$ cat src/design/cds_scanner_unused.sv
// Purpose: Reserved file; it holds no logic.
// Assumes: Nothing.
// Notes:   Nothing here is compiled into the block.

$ cat src/design/cds_pkg.sv
// Purpose: Shared constants and types for the channel display scanner.
// Assumes: One 250 MHz system clock, AXI4-Lite register access.
// Notes:   Offsets are byte addresses of 32-bit aligned words.
package cds_pkg;

  // ---------------------------------------------------------------
  // Register map and field layout
  // ---------------------------------------------------------------
  localparam logic [7:0] CDS_REG_CONFIG = 8'h00;
  localparam logic [7:0] CDS_REG_DWELL = 8'h04;
  localparam logic [7:0] CDS_REG_MAP_LO = 8'h08;
  localparam logic [7:0] CDS_REG_MAP_HI = 8'h0c;
  localparam logic [7:0] CDS_REG_STATUS = 8'h10;
  localparam int CDS_CFG_NI_LSB = 0;
  localparam int CDS_CFG_NC_LSB = 4;
  localparam int CDS_CFG_NA_LSB = 8;
  localparam int CDS_CFG_SHOW_BIT = 12;
  localparam int CDS_CFG_TAG_BIT = 13;
  localparam int CDS_ST_MODE_LSB = 5;
  localparam int CDS_ST_OPT_BIT = 7;
  localparam int CDS_ST_SIX_BIT = 8;

  // ---------------------------------------------------------------
  // Reset values and ranges
  // ---------------------------------------------------------------
  localparam logic [3:0] CDS_NI_DEF = 4'h8;
  localparam logic [3:0] CDS_NC_DEF = 4'h5;
  localparam logic [3:0] CDS_NA_DEF = 4'h2;
  localparam logic [3:0] CDS_CNT_MIN_NI = 4'h1;
  localparam logic [3:0] CDS_CNT_MAX = 4'h8;
  localparam logic [7:0] CDS_DWELL_DEF = 8'h05;
  localparam logic [7:0] CDS_DWELL_MAX = 8'hc8;
  localparam logic CDS_SHOW_DEF = 1'b1;
  localparam logic CDS_TAG_DEF = 1'b1;
  localparam logic [7:0] CDS_RELAY_STD_MASK = 8'h0f;
  localparam logic [7:0] CDS_RELAY_ALL_MASK = 8'hff;
  localparam logic [1:0] CDS_RESP_OKAY = 2'b00;
  localparam logic [1:0] CDS_RESP_SLVERR = 2'b10;

  // ---------------------------------------------------------------
  // Timing, in seconds and in clock cycles
  // ---------------------------------------------------------------
  localparam int CDS_CLK_NS = 4;
  localparam int CDS_SEC_NS = 1_000_000_000;
  localparam int CDS_SEC_CYCLES = CDS_SEC_NS / CDS_CLK_NS;
  localparam logic [11:0] CDS_MANUAL_HOLD_S = 12'd20;
  localparam logic [11:0] CDS_LONG_HOLD_S = 12'd3600;
  localparam logic [1:0] CDS_PRESS_LONG_S = 2'd3;

  // Display mode; Gray coded along scan, manual, long hold.
  typedef enum logic [1:0] {
    CDS_SCAN = 2'b00,
    CDS_MANUAL = 2'b01,
    CDS_LONG = 2'b11,
    CDS_STOP = 2'b10
  } cds_mode_type;

endpackage

$ cat src/design/cds_sec_tick.sv
// Purpose: One-second enable pulse derived from the system clock.
// Assumes: TICK_CYCLES is at least 2.
// Notes:   Shorten TICK_CYCLES in simulation to speed up timing.
`timescale 1ns/1ns
module cds_sec_tick
  import cds_pkg::*;
#(
  parameter int TICK_CYCLES = CDS_SEC_CYCLES
)
(
  input wire logic clk_sys,
  input wire logic srst,
  output logic tick_q
);

  localparam int CW = $clog2(TICK_CYCLES);
  localparam logic [CW-1:0] LAST = CW'(TICK_CYCLES - 1);

  logic [CW-1:0] cnt_q;
  logic [CW-1:0] cnt_d;
  logic tick_d;

  // ---------------------------------------------------------------
  // Divider
  // ---------------------------------------------------------------
  // The pulse is registered so that consumers see a clean enable.
  always_comb
  begin
    tick_d = (cnt_q == LAST);
    cnt_d = tick_d ? '0 : cnt_q + CW'(1);
  end

  always_ff @(posedge clk_sys)
  begin
    if (srst)
    begin
      cnt_q <= '0;
      tick_q <= 1'b0;
    end
    else
    begin
      cnt_q <= cnt_d;
      tick_q <= tick_d;
    end
  end

endmodule // cds_sec_tick

$ cat src/design/cds_scanner.sv
// Purpose: Channel configuration and front-panel display sequencing.
// Assumes: Buttons and straps are asynchronous pins; alarm_active is
//          produced on clk_sys by the alarm logic.
// Notes:   Registers are reached over AXI4-Lite, one word each.
`timescale 1ns/1ns
// Summary of operation
// - Active inputs 1..8, default 8; only inputs up to count shown.
// - Calculated channel count accepted from 0 to 8.
// - Calculated channels are results, not physical inputs; flagged apart.
// - Enabled calculated channels follow the inputs in the display order.
// - Alarm count 0..8, default 2; alarms beyond count are idle.
// - Each alarm may drive any set of fitted relays.
// - Four relays standard, four more when the option is fitted.
// - Dwell time 0..200 whole seconds, default 5.
// - Nonzero dwell shows each channel then steps to the next higher.
// - Zero dwell stops scanning; only up and down buttons change channel.
// - Manual selection while scanning holds about 20 s, then scan resumes.
// - Button held 3 s in manual selection holds the channel one hour.
// - Channel processing continues regardless of display scanning state.
// - Channel tag enable, default on, shown only on six-digit displays.
module cds_scanner
  import cds_pkg::*;
#(
  parameter int TICK_CYCLES = CDS_SEC_CYCLES,
  parameter int ADDR_W = 8
)
(
  input wire logic clk_sys,
  input wire logic srst,
  input wire logic [ADDR_W-1:0] s_axi_awaddr,
  input wire logic s_axi_awvalid,
  output logic s_axi_awready,
  input wire logic [31:0] s_axi_wdata,
  input wire logic [3:0] s_axi_wstrb,
  input wire logic s_axi_wvalid,
  output logic s_axi_wready,
  output logic [1:0] s_axi_bresp,
  output logic s_axi_bvalid,
  input wire logic s_axi_bready,
  input wire logic [ADDR_W-1:0] s_axi_araddr,
  input wire logic s_axi_arvalid,
  output logic s_axi_arready,
  output logic [31:0] s_axi_rdata,
  output logic [1:0] s_axi_rresp,
  output logic s_axi_rvalid,
  input wire logic s_axi_rready,
  input wire logic btn_up,
  input wire logic btn_down,
  input wire logic relay_option_fitted,
  input wire logic six_digit_display,
  input wire logic [7:0] alarm_active,
  output logic [3:0] disp_channel_q,
  output logic disp_is_calc_q,
  output logic tag_show_q,
  output logic scan_running_q,
  output logic [7:0] relay_out_q
);

  // ---------------------------------------------------------------
  // Helper functions
  // ---------------------------------------------------------------
  function automatic logic [31:0] merge(input logic [31:0] old,
    input logic [31:0] nw, input logic [3:0] strb);
    logic [31:0] r;
    r = old;
    for (int i = 0; i < 4; i++)
      if (strb[i]) r[i*8 +: 8] = nw[i*8 +: 8];
    return r;
  endfunction

  function automatic logic [3:0] clamp(input logic [3:0] v,
    input logic [3:0] lo);
    return (v < lo) ? lo : ((v > CDS_CNT_MAX) ? CDS_CNT_MAX : v);
  endfunction

  function automatic logic [3:0] step_up(input logic [3:0] ch,
    input logic [4:0] total);
    return (({1'b0, ch} + 5'd1) >= total) ? 4'h0 : ch + 4'h1;
  endfunction

  function automatic logic [3:0] step_dn(input logic [3:0] ch,
    input logic [4:0] total);
    // A channel left beyond a shrunk total also wraps to the last one.
    return (ch == 4'h0 || {1'b0, ch} >= total) ? 4'((total - 5'd1))
                                               : ch - 4'h1;
  endfunction

  // ---------------------------------------------------------------
  // Declarations
  // ---------------------------------------------------------------
  logic aw_rdy_q, aw_rdy_d, ar_rdy_q, ar_rdy_d;
  logic bvalid_q, bvalid_d, rvalid_q, rvalid_d;
  logic [1:0] bresp_q, bresp_d, rresp_q, rresp_d;
  logic [31:0] rdata_q, rdata_d;
  logic [3:0] ni_q, ni_d, nc_q, nc_d, na_q, na_d;
  logic show_q, show_d, tag_q, tag_d;
  logic [7:0] dwell_q, dwell_d;
  logic [7:0] map_q [0:7];
  logic [7:0] map_d [0:7];
  logic [3:0] sync_s1_q, sync_s2_q;
  logic up_prev_q, dn_prev_q;
  cds_mode_type mode_q, mode_d;
  logic [3:0] ch_q, ch_d;
  logic [7:0] dwell_cnt_q, dwell_cnt_d;
  logic [11:0] hold_cnt_q, hold_cnt_d;
  logic [1:0] press_cnt_q, press_cnt_d;
  logic [3:0] disp_channel_d;
  logic disp_is_calc_d, tag_show_d, scan_running_d;
  logic [7:0] relay_out_d, fitted;
  logic [7:0] alarm_en;
  logic [4:0] total;
  logic tick, up_edge, dn_edge, btn_held;
  logic [31:0] cfg_word, st_word, wr_word;
  logic [ADDR_W-1:0] waddr_al, raddr_al;

  cds_sec_tick #(
    .TICK_CYCLES(TICK_CYCLES)
  ) u_tick (
    .clk_sys(clk_sys),
    .srst(srst),
    .tick_q(tick)
  );

  // ---------------------------------------------------------------
  // Pin synchronisers
  // ---------------------------------------------------------------
  // Bit 0 up, 1 down, 2 relay option, 3 six-digit strap.
  always_ff @(posedge clk_sys)
  begin
    if (srst)
    begin
      sync_s1_q <= '0;
      sync_s2_q <= '0;
    end
    else
    begin
      sync_s1_q <= {six_digit_display, relay_option_fitted,
                    btn_down, btn_up};
      sync_s2_q <= sync_s1_q;
    end
  end

  assign up_edge = sync_s2_q[0] & ~up_prev_q;
  assign dn_edge = sync_s2_q[1] & ~dn_prev_q;
  assign btn_held = sync_s2_q[0] | sync_s2_q[1];
  assign fitted = sync_s2_q[2] ? CDS_RELAY_ALL_MASK
                               : CDS_RELAY_STD_MASK;
  assign total = {1'b0, ni_q} + (show_q ? {1'b0, nc_q} : 5'd0);

  // Alarms at or beyond the configured count are held idle.
  genvar ga;
  generate
    for (ga = 0; ga < 8; ga++)
    begin : g_alarm
      assign alarm_en[ga] = (4'(ga) < na_q);
    end
  endgenerate

  // ---------------------------------------------------------------
  // AXI4-Lite slave and register file
  // ---------------------------------------------------------------
  assign waddr_al = {s_axi_awaddr[ADDR_W-1:2], 2'b00};
  assign raddr_al = {s_axi_araddr[ADDR_W-1:2], 2'b00};
  assign cfg_word = {18'h0, tag_q, show_q, na_q, nc_q, ni_q};
  assign st_word = {23'h0, sync_s2_q[3], sync_s2_q[2], mode_q,
                    disp_is_calc_q, ch_q};

  // Address and data are taken together in one cycle; the bus allows
  // a slave to wait for both, which keeps the decode single-path.
  always_comb
  begin
    aw_rdy_d = ~aw_rdy_q & ~bvalid_q & s_axi_awvalid & s_axi_wvalid;
    ar_rdy_d = ~ar_rdy_q & ~rvalid_q & s_axi_arvalid;
    bvalid_d = aw_rdy_q | (bvalid_q & ~s_axi_bready);
    rvalid_d = ar_rdy_q | (rvalid_q & ~s_axi_rready);
    wr_word = merge(cfg_word, s_axi_wdata, s_axi_wstrb);
    bresp_d = bresp_q;
    rresp_d = rresp_q;
    rdata_d = rdata_q;
    ni_d = ni_q;
    nc_d = nc_q;
    na_d = na_q;
    show_d = show_q;
    tag_d = tag_q;
    dwell_d = dwell_q;
    map_d = map_q;
    if (aw_rdy_q)
    begin
      bresp_d = CDS_RESP_OKAY;
      if (waddr_al == ADDR_W'(CDS_REG_CONFIG))
      begin
        ni_d = clamp(wr_word[CDS_CFG_NI_LSB +: 4],
                     CDS_CNT_MIN_NI);
        nc_d = clamp(wr_word[CDS_CFG_NC_LSB +: 4], 4'h0);
        na_d = clamp(wr_word[CDS_CFG_NA_LSB +: 4], 4'h0);
        show_d = wr_word[CDS_CFG_SHOW_BIT];
        tag_d = wr_word[CDS_CFG_TAG_BIT];
      end
      else if (waddr_al == ADDR_W'(CDS_REG_DWELL))
      begin
        if (s_axi_wstrb[0])
          dwell_d = (s_axi_wdata[7:0] > CDS_DWELL_MAX) ? CDS_DWELL_MAX
                                                    : s_axi_wdata[7:0];
      end
      else if (waddr_al == ADDR_W'(CDS_REG_MAP_LO) ||
               waddr_al == ADDR_W'(CDS_REG_MAP_HI))
      begin
        for (int b = 0; b < 4; b++)
          if (s_axi_wstrb[b])
            map_d[b + (waddr_al[2] ? 4 : 0)] =
              s_axi_wdata[b*8 +: 8] & fitted;
      end
      else if (waddr_al != ADDR_W'(CDS_REG_STATUS))
        bresp_d = CDS_RESP_SLVERR;
    end
    if (ar_rdy_q)
    begin
      rresp_d = CDS_RESP_OKAY;
      if (raddr_al == ADDR_W'(CDS_REG_CONFIG))
        rdata_d = cfg_word;
      else if (raddr_al == ADDR_W'(CDS_REG_DWELL))
        rdata_d = {24'h0, dwell_q};
      else if (raddr_al == ADDR_W'(CDS_REG_MAP_LO))
        rdata_d = {map_q[3], map_q[2], map_q[1], map_q[0]};
      else if (raddr_al == ADDR_W'(CDS_REG_MAP_HI))
        rdata_d = {map_q[7], map_q[6], map_q[5], map_q[4]};
      else if (raddr_al == ADDR_W'(CDS_REG_STATUS))
        rdata_d = st_word;
      else
      begin
        rdata_d = 32'h0;
        rresp_d = CDS_RESP_SLVERR;
      end
    end
  end

  always_ff @(posedge clk_sys)
  begin
    if (srst)
    begin
      aw_rdy_q <= 1'b0;
      ar_rdy_q <= 1'b0;
      bvalid_q <= 1'b0;
      rvalid_q <= 1'b0;
      bresp_q <= CDS_RESP_OKAY;
      rresp_q <= CDS_RESP_OKAY;
      rdata_q <= 32'h0;
      ni_q <= CDS_NI_DEF;
      nc_q <= CDS_NC_DEF;
      na_q <= CDS_NA_DEF;
      show_q <= CDS_SHOW_DEF;
      tag_q <= CDS_TAG_DEF;
      dwell_q <= CDS_DWELL_DEF;
      for (int i = 0; i < 8; i++)
        map_q[i] <= 8'h00;
    end
    else
    begin
      aw_rdy_q <= aw_rdy_d;
      ar_rdy_q <= ar_rdy_d;
      bvalid_q <= bvalid_d;
      rvalid_q <= rvalid_d;
      bresp_q <= bresp_d;
      rresp_q <= rresp_d;
      rdata_q <= rdata_d;
      ni_q <= ni_d;
      nc_q <= nc_d;
      na_q <= na_d;
      show_q <= show_d;
      tag_q <= tag_d;
      dwell_q <= dwell_d;
      map_q <= map_d;
    end
  end

  assign s_axi_awready = aw_rdy_q;
  assign s_axi_wready = aw_rdy_q;
  assign s_axi_bvalid = bvalid_q;
  assign s_axi_bresp = bresp_q;
  assign s_axi_arready = ar_rdy_q;
  assign s_axi_rvalid = rvalid_q;
  assign s_axi_rresp = rresp_q;
  assign s_axi_rdata = rdata_q;

  // ---------------------------------------------------------------
  // Display sequencer
  // ---------------------------------------------------------------
  // A press always steps the channel; the mode then decides how long
  // the choice stands. Hold timing is in whole seconds of the shared
  // tick, so the 20 s hold is accurate to within one second.
  always_comb
  begin
    mode_d = mode_q;
    ch_d = ch_q;
    dwell_cnt_d = dwell_cnt_q;
    hold_cnt_d = hold_cnt_q;
    press_cnt_d = press_cnt_q;
    if ({1'b0, ch_q} >= total)
      ch_d = 4'h0;
    case (mode_q)
      CDS_SCAN:
      begin
        if (tick)
        begin
          if (dwell_cnt_q + 8'd1 >= dwell_q)
          begin
            dwell_cnt_d = 8'h00;
            ch_d = step_up(ch_q, total);
          end
          else
            dwell_cnt_d = dwell_cnt_q + 8'd1;
        end
      end
      CDS_MANUAL:
      begin
        if (tick)
        begin
          hold_cnt_d = hold_cnt_q + 12'd1;
          if (btn_held)
            press_cnt_d = press_cnt_q + 2'd1;
          if (btn_held && press_cnt_q + 2'd1 == CDS_PRESS_LONG_S)
          begin
            mode_d = CDS_LONG;
            hold_cnt_d = 12'h000;
          end
          else if (hold_cnt_q + 12'd1 >= CDS_MANUAL_HOLD_S)
            mode_d = CDS_SCAN;
        end
      end
      CDS_LONG:
      begin
        if (tick)
        begin
          hold_cnt_d = hold_cnt_q + 12'd1;
          if (hold_cnt_q + 12'd1 >= CDS_LONG_HOLD_S)
            mode_d = CDS_SCAN;
        end
      end
      default:
        mode_d = CDS_STOP;
    endcase
    if (up_edge | dn_edge)
    begin
      ch_d = up_edge ? step_up(ch_q, total) : step_dn(ch_q, total);
      hold_cnt_d = 12'h000;
      press_cnt_d = 2'd0;
      dwell_cnt_d = 8'h00;
      if (dwell_q != 8'h00)
        mode_d = CDS_MANUAL;
    end
    else if (dwell_q == 8'h00)
      mode_d = CDS_STOP;
    else if (mode_q == CDS_STOP)
    begin
      mode_d = CDS_SCAN;
      dwell_cnt_d = 8'h00;
    end
  end

  always_ff @(posedge clk_sys)
  begin
    if (srst)
    begin
      mode_q <= CDS_SCAN;
      ch_q <= 4'h0;
      dwell_cnt_q <= 8'h00;
      hold_cnt_q <= 12'h000;
      press_cnt_q <= 2'd0;
      up_prev_q <= 1'b0;
      dn_prev_q <= 1'b0;
    end
    else
    begin
      mode_q <= mode_d;
      ch_q <= ch_d;
      dwell_cnt_q <= dwell_cnt_d;
      hold_cnt_q <= hold_cnt_d;
      press_cnt_q <= press_cnt_d;
      up_prev_q <= sync_s2_q[0];
      dn_prev_q <= sync_s2_q[1];
    end
  end

  // ---------------------------------------------------------------
  // Output stage
  // ---------------------------------------------------------------
  // Relays follow alarms in every mode, so a stopped display never
  // holds back alarm handling.
  always_comb
  begin
    disp_is_calc_d = (ch_d >= ni_q);
    disp_channel_d = disp_is_calc_d ? ch_d - ni_q + 4'h1
                                    : ch_d + 4'h1;
    tag_show_d = tag_q & sync_s2_q[3];
    scan_running_d = (mode_d == CDS_SCAN);
    relay_out_d = 8'h00;
    for (int a = 0; a < 8; a++)
      if (alarm_en[a] & alarm_active[a])
        relay_out_d = relay_out_d | (map_q[a] & fitted);
  end

  always_ff @(posedge clk_sys)
  begin
    if (srst)
    begin
      disp_channel_q <= 4'h1;
      disp_is_calc_q <= 1'b0;
      tag_show_q <= 1'b0;
      scan_running_q <= 1'b0;
      relay_out_q <= 8'h00;
    end
    else
    begin
      disp_channel_q <= disp_channel_d;
      disp_is_calc_q <= disp_is_calc_d;
      tag_show_q <= tag_show_d;
      scan_running_q <= scan_running_d;
      relay_out_q <= relay_out_d;
    end
  end

endmodule // cds_scanner

$ cat config.mk
export PLATFORM = sky130hd
export DESIGN_NAME = cds_scanner
export DESIGN_NICKNAME = d
export VERILOG_FILES = /design/src/design/cds_scanner_unused.sv /design/src/design/cds_pkg.sv /design/src/design/cds_sec_tick.sv /design/src/design/cds_scanner.sv
export SDC_FILE = /design/constraint.sdc
export NUM_CORES = 1
export LEC_CHECK = 0
export ABC_AREA = 0
export BUFFER_PORTS_ARGS = -buffer_cell sky130_fd_sc_hd__buf_2
export CORE_ASPECT_RATIO = 1.75
export CORE_MARGIN = 3
export CORE_UTILIZATION = 55
export CTS_CLUSTER_DIAMETER = 50
export DETAILED_ROUTE_END_ITERATION = 16
export PLACE_DENSITY = 0.76
export SLEW_MARGIN = 20
export SYNTH_ARGS = -nofsm -noshare
export SYNTH_HDL_FRONTEND = slang
export SYNTH_SLANG_ARGS = --single-unit
$ cat constraint.sdc
create_clock -name clk_sys -period 7.3 [get_ports clk_sys]
set_clock_uncertainty 0.1 [all_clocks]
set_input_delay 0.73 -clock clk_sys [delete_from_list [all_inputs] [get_ports clk_sys]]
set_output_delay 0.73 -clock clk_sys [all_outputs]
set_load 0.005 [all_outputs]
==> metrics, run 1 <==
number of fill cells=1,690; Worst Setup End Kind=flop; RSZ-0062 raised after global routing=no; initial drt markers=a little under 900; Logic pwr share=0.074; most frequent cells in the layout=206 x dfxtp_1, 180 x nand2_1, 135 x nor2_1; Switch Pwr=575 uW; IO Count=127; Yosys Warn Count=0; Synth area leader=dfxtp_1; Post-CTS Hold Buffers=0; setup violators final=0; worst path required time=roughly 7.6 ns; status=finished clean; Worst VDD drop=~0.19 mV; final hold vios=0; Sw Share=0.236; Mapped Cells=~1,300; Final nets=between 1,000 and 1,500; routed vias/inst=5.98; final instance area=~12,000 sq um; Worst Path Max Fanout=8; CTS Root Cell=clkbuf_16; Synth Register Bits=206; die span in x=approximately 110 um; period utilization=0.653; core area=18,100 sq um; synth top area cells=dfxtp_1 41%, nand2_1 6.6%, a21oi_1 6.5%, nor2_1 5.0%, nand3_1 4.2%; sequential share of the synthesized area=0.405; die height=186 um; FF/Latch Area=4120 sq um; drt wl/cell=18.9 um; CTS clk-pin slew, worst paths=~0.070 ns; dpl hpwl=22,200 um; area grow syn2layout=13.2%; n_diodes=0; Data arrival, critical path=5.06 ns; leak pwr=between 0.004 and 0.005 uW; antenna violations before repair=0; CTS tree=built; max-slew violation count=0; GP Congestion=~0.96; placed cell areas=10,800 sq um; syn avg cell area=8.08 sq um; first-pass GRT wire length=46,400 um; CP startpoint kind=flop; CTS sink cnt=206; Placed Instances=~1,500; Main synth FF type=dfxtp_1; register share of total power=0.473; asr flop ratio synth=0; setup tns final=0 ns; drt first pass iters=8; Final min period=approximately 4.8 ns; commonest non-fill, non-tap cell in the layout=dfxtp_1; # rows=65; Initial Util=0.561; post-synth top area share=0.405; critical path class=reg2reg; clock buffer depth=3; cts repair resizes=0; Int Pwr=1870 uW; die area=between 20,000 and 25,000 sq um; area occupied by multi-input gates=5600 sq um; number of flops mapped to enable cells by yosys=0; largest net degree at the start of global routing=92; clock network latency to the later pin of the worst-skew pair=0.51 ns; GRT Residual Overflow=0; Post-CTS Repair Setup Buffers=0; total CTS buffers=20; DRT Wirelength=approximately 30,000 um; Buffers on Ports=120; Routed Antenna Nets=0; Min-Delay Path Class=in2reg; pwr dens=212 nW/um^2; Finished Layout Cells=roughly 1,600; via count=9,454; number of global-route vias before repair=between 9,000 and 10,000; Worst Max-Slew Pin Slew=1.11 ns; max frequency=210 MHz; Total GRT Usage=0.292; Yosys cell types=74; relative slew slack=0.252; Post-Syn Area=10,200 sq um; share of cells above drive strength 1=0.141; Clock Power Share=0.453; CTS H-Tree Depth=1; maxcap violations=0; # DRC=0
[routing by layer]
metal	track usage	up-vias	routed length (um)
li1	-	4562	-
met1	0.290	4426	10100
met2	0.552	340	16100
met3	0.0330	126	1380
met4	0.202	0	2200
met5	0	-	0
[state kept, by name (all words and copies together) (netlist names), 2 cells and up]
name,flops
ch_q,4
map_q,64
sync_s2_q,4
mode_q,2
hold_cnt_q,12
dwell_cnt_q,8
disp_channel_q,4
press_cnt_q,2
relay_out_q,8
na_q,4
dwell_q,8
s_axi_rdata,32
u_tick.cnt_q,28
nc_q,4
sync_s1_q,4
ni_q,4
[critical path, cell delays in order, from the launching register on]
cell	delay (ns)
dfxtp_1	0.38
and2_1	0.18
ha_1	0.21
fa_1	0.57
inv_1	0.09
ha_1	0.27
inv_1	0.07
o221ai_1	0.09
a21boi_1	0.19
a221oi_4	0.44
mux2i_1	0.28
nor4_1	0.07
or3b_1	0.39
or2_1	0.28
inv_1	0.07
ha_1	0.21
nand2_1	0.08
o21a_1	0.31
nor2b_1	0.09
a211o_1	0.27
[Yosys cell counts (3+ instances only)]
cell and n:
dfxtp_1 206, nand2_1 180, nor2_1 135, a21oi_1 132, nand3_1 86, clkbuf_1 61
inv_1 40, ha_1 33, o21ai_0 32, a22oi_1 25, mux2_2 24, xor2_1 23
nor2b_1 22, xnor2_1 22, nand2b_1 21, and2_1 17, a222oi_1 16, and3_1 13
mux2i_1 13, nand4_1 10, o221ai_1 10, buf_1 9, nor3_1 9, a31oi_1 7
or3_1 7, a221o_1 6, nor4_1 6, a21o_1 5, nand3b_1 5, a211oi_1 4
buf_4 4, nor3b_1 4, o211ai_1 4, o21a_1 4, a2111oi_0 3, a211o_1 3
a311oi_1 3, fa_1 3, nand4b_1 3, nor4b_1 3, o31a_1 3
[worst paths after layout]
check / start / to / slack [ns] / cells after the start
hold reg to reg: s_axi_bvalid / s_axi_awready / 0.34 / 1
hold / removal: six_digit_display / sync_s1_q[3] / 0.33 / 2
setup / recovery: show_q / disp_channel_q[0] / 2.53 / 19
setup reg to reg: show_q / disp_channel_q[0] / 2.53 / 19
[kinds of logic (layout without fill, tap and decap cells)]
kind of cell / after synthesis / in the layout / share of synthesized area
xor+xnor: 45 / 45 / 0.0387
compound gates: 280 / 280 / 0.177
simple gates: 535 / 535 / 0.245
mux: 37 / 37 / 0.0394
flops: 206 / 206 / 0.405
other cells: 1 / 2 / 0.000369
buf+inv: 117 / 203 / 0.0454
fa+ha+maj: 38 / 38 / 0.0486
[cell type report]
type                    instances  area share
well taps                     234      0.0254
repair buffers                126      0.0563
clock inverters                 9      0.0116
clock buffers                  26      0.0490
inverters                      42      0.0137
flip-flops and latches        206       0.358
multi-input cells             937       0.486
[power groups by stage]
stage	registers, uW	logic, uW	clock network (uW)
CTS	1150	179	1120
global placement	1180	175	0
global route	1160	198	1160
floorplan	1180	112	0
detailed placement	1180	177	0
finish	1150	179	1110
[metrics by stage]
stage	total power [uW]	util	hold WS, ns	setup slack [ns]
2_1_floorplan	1290	-	0.314	2.81
3_3_place_gp	1360	0.597	0.324	2.64
3_5_place_dp	1360	0.597	0.323	2.59
4_1_cts	2450	0.635	0.332	2.54
5_1_grt	2520	0.635	0.349	2.25
6_report	2440	0.635	0.333	2.53
(Power assumes the default switching activity.)
==> run 2, diff against run 1 <==
clock period = 4.6 ns   (was 7.3 ns; I/O delays follow)
==> run 2 against run 1 <==
Effect of this change:
- sequential power up 59%
- cell count up 1.3%
- hold slack worse by 0.27 ns
- non-clock buffer count up 20
- die area unchanged
- clock-buffer cell count up 3
- clock power up 47%
- first-iteration DRC count down 11%
- global-route usage about the same
- design area up 1.3%
- largest cell class unchanged
==> metrics, run 2 (synthesis gave the netlist of run 1 again) <==
Final nets=1,460 (+1.4%); GP Congestion=0.956 (-0.28%); Finished Layout Cells=1,600 (+1.3%); setup violators final=0 (unchanged); Routed Antenna Nets=0 (unchanged); Post-CTS Hold Buffers=0 (unchanged); die height=186 um (unchanged); via count=9,520 (+0.70%); number of global-route vias before repair=9,182 (+1.5%); Buffers on Ports=120 (unchanged); clock buffer depth=3 (unchanged); period utilization=0.959 (+0.305); die span in x=109 um (unchanged); drt wl/cell=18.8 um (-0.33%); max-slew violation count=0 (unchanged); n_diodes=0 (unchanged); dpl hpwl=22,400 um (+0.80%); total CTS buffers=20 (unchanged); leak pwr=0.00455 uW (+1.7%); maxcap violations=0 (unchanged); max frequency=227 MHz (+8.2%); pwr dens=324 nW/um^2 (+53%); CTS clk-pin slew, worst paths=0.07 ns (about the same); critical path class=reg2reg; relative slew slack=0.300 (+0.0481); clock network latency to the later pin of the worst-skew pair=0.50 ns (about the same); IO Count=127 (unchanged); setup tns final=0 ns (unchanged); CTS Root Cell=clkbuf_16; total power=3790 uW (+55%); Min-Delay Path Class=in2reg; Met2 Routed Length=15,700 um (-2.9%); Post-Place Worst Slack=-0.00352 ns (-2.60 ns); share of cells above drive strength 1=0.160 (+0.0192); Placed Instances=1,557 (+0.78%); status=finished clean; DRT Wirelength=30,100 um (+0.93%); Detail Route met3 WL=1320 um (-4.1%); CP startpoint kind=flop; Hold Slack=0.0642 ns (-0.269 ns); Final min period=4.41 ns (-0.360 ns); Data arrival, critical path=4.70 ns (-0.36 ns); WL met1=10,300 um (+1.1%); Highest Signal Layer=met4; first-pass GRT wire length=46,300 um (-0.25%); Worst VDD drop=0.289 mV (+51%); max reg flops=64 (unchanged); Worst Path Max Fanout=8 (unchanged); initial drt markers=783 (-11%); most frequent cells in the layout=204 x dfxtp_1, 180 x nand2_1, 135 x nor2_1; # DRC=0 (unchanged); CP Cell Sequence=and2_4, ha_4, fa_1, inv_2, ha_1, inv_1, o221ai_1, a21boi_4, a221oi_4, buf_4, mux2i_2, nor4_1, or3b_1, or2_4, inv_1, ha_1, nand2_1, o21a_4, nor2b_1, a211o_1; core area=18,100 sq um (unchanged); routed vias/inst=5.95 (-0.56%); GRT Residual Overflow=0 (unchanged); die area=20,200 sq um (unchanged); largest net degree at the start of global routing=81 (-12%); commonest non-fill, non-tap cell in the layout=dfxtp_1; CTS sink cnt=206 (unchanged); CP peak stage delay=0.53 ns (-0.04 ns); drt first pass iters=6 (-2); Worst Max-Slew Pin Slew=1.05 ns (-0.0629 ns); worst path required time=4.89 ns (-2.70 ns); antenna violations before repair=0 (unchanged); slowest CP cell=fa_1; Initial Util=0.561 (unchanged); Total GRT Usage=0.292 (about the same); Most flops, register=map_q; # rows=65 (unchanged); Final WS setup=0.190 ns (-2.34 ns); RSZ-0062 raised after global routing=no; final hold vios=0 (unchanged); area grow syn2layout=14.7%; Worst Setup End Kind=flop; CTS H-Tree Depth=1 (unchanged); CTS tree=built
## run 2: layout make-up
cell class	instances	area, sq um
repair buffers	146	798
well taps	234	293
multi-input cells	937	5660
clock inverters	6	67.6
fillers	1595	6460
inverters	42	158
clock buffers	29	576
flip-flops and latches	206	4130
## run 2: path summary, 6_finish.rpt
| check | to | depth (start not counted) | start | slack, ns |
|---|---|---|---|---|
| worst max register to register | disp_channel_q[0] | 20 | show_q | 0.19 |
| worst min-delay path | sync_s1_q[3] | 2 | six_digit_display | 0.06 |
| worst max-delay path | disp_channel_q[0] | 20 | show_q | 0.19 |
| worst min register to register | sync_s2_q[3] | 1 | sync_s1_q[3] | 0.34 |
## run 2: timing repair
action	in CTS	in global routing
pin swaps	1	7
gates resized for setup	0	15
endpoints found under the setup margin	2	4
buffers inserted	3	5
## run 2: where the power goes
group / internal [uW] / switching (uW) / leakage (uW)
Combinational: 135 / 187 / 0.00258
Sequential: 1810 / 22.2 / 0.00166
Clock: 932 / 702 / 0.000307
Total: 2880 / 911 / 0.00455
## run 2: routing by layer
| metal | global-route usage | vias to the layer above |
|---|---|---|
| met2 | 0.537 | 325 |
| met4 | 0.258 | 0 |
| met5 | 0 | - |
| met3 | 0.0358 | 158 |
| met1 | 0.276 | 4432 |
| li1 | - | 4605 |
## run 2: through the flow
stage               cell area [sq um]  utilization
detailed placement              10900        0.602
global placement                10900        0.602
CTS                             11600        0.638
global route                    11700        0.644
floorplan                       10200            -
finish                          11700        0.644
## run 2: worst max-delay path: cells and delay by family, from the launching register on
| family | cells | cell delay (ns) |
|---|---|---|
| AOI/OAI and AO/OA | 5 | 1.06 |
| adders and majority gates | 4 | 1.17 |
| buffers and inverters | 4 | 0.37 |
| DFF | 1 | 0.35 |
| muxes | 1 | 0.23 |
| and+or+nand+nor | 6 | 1.03 |
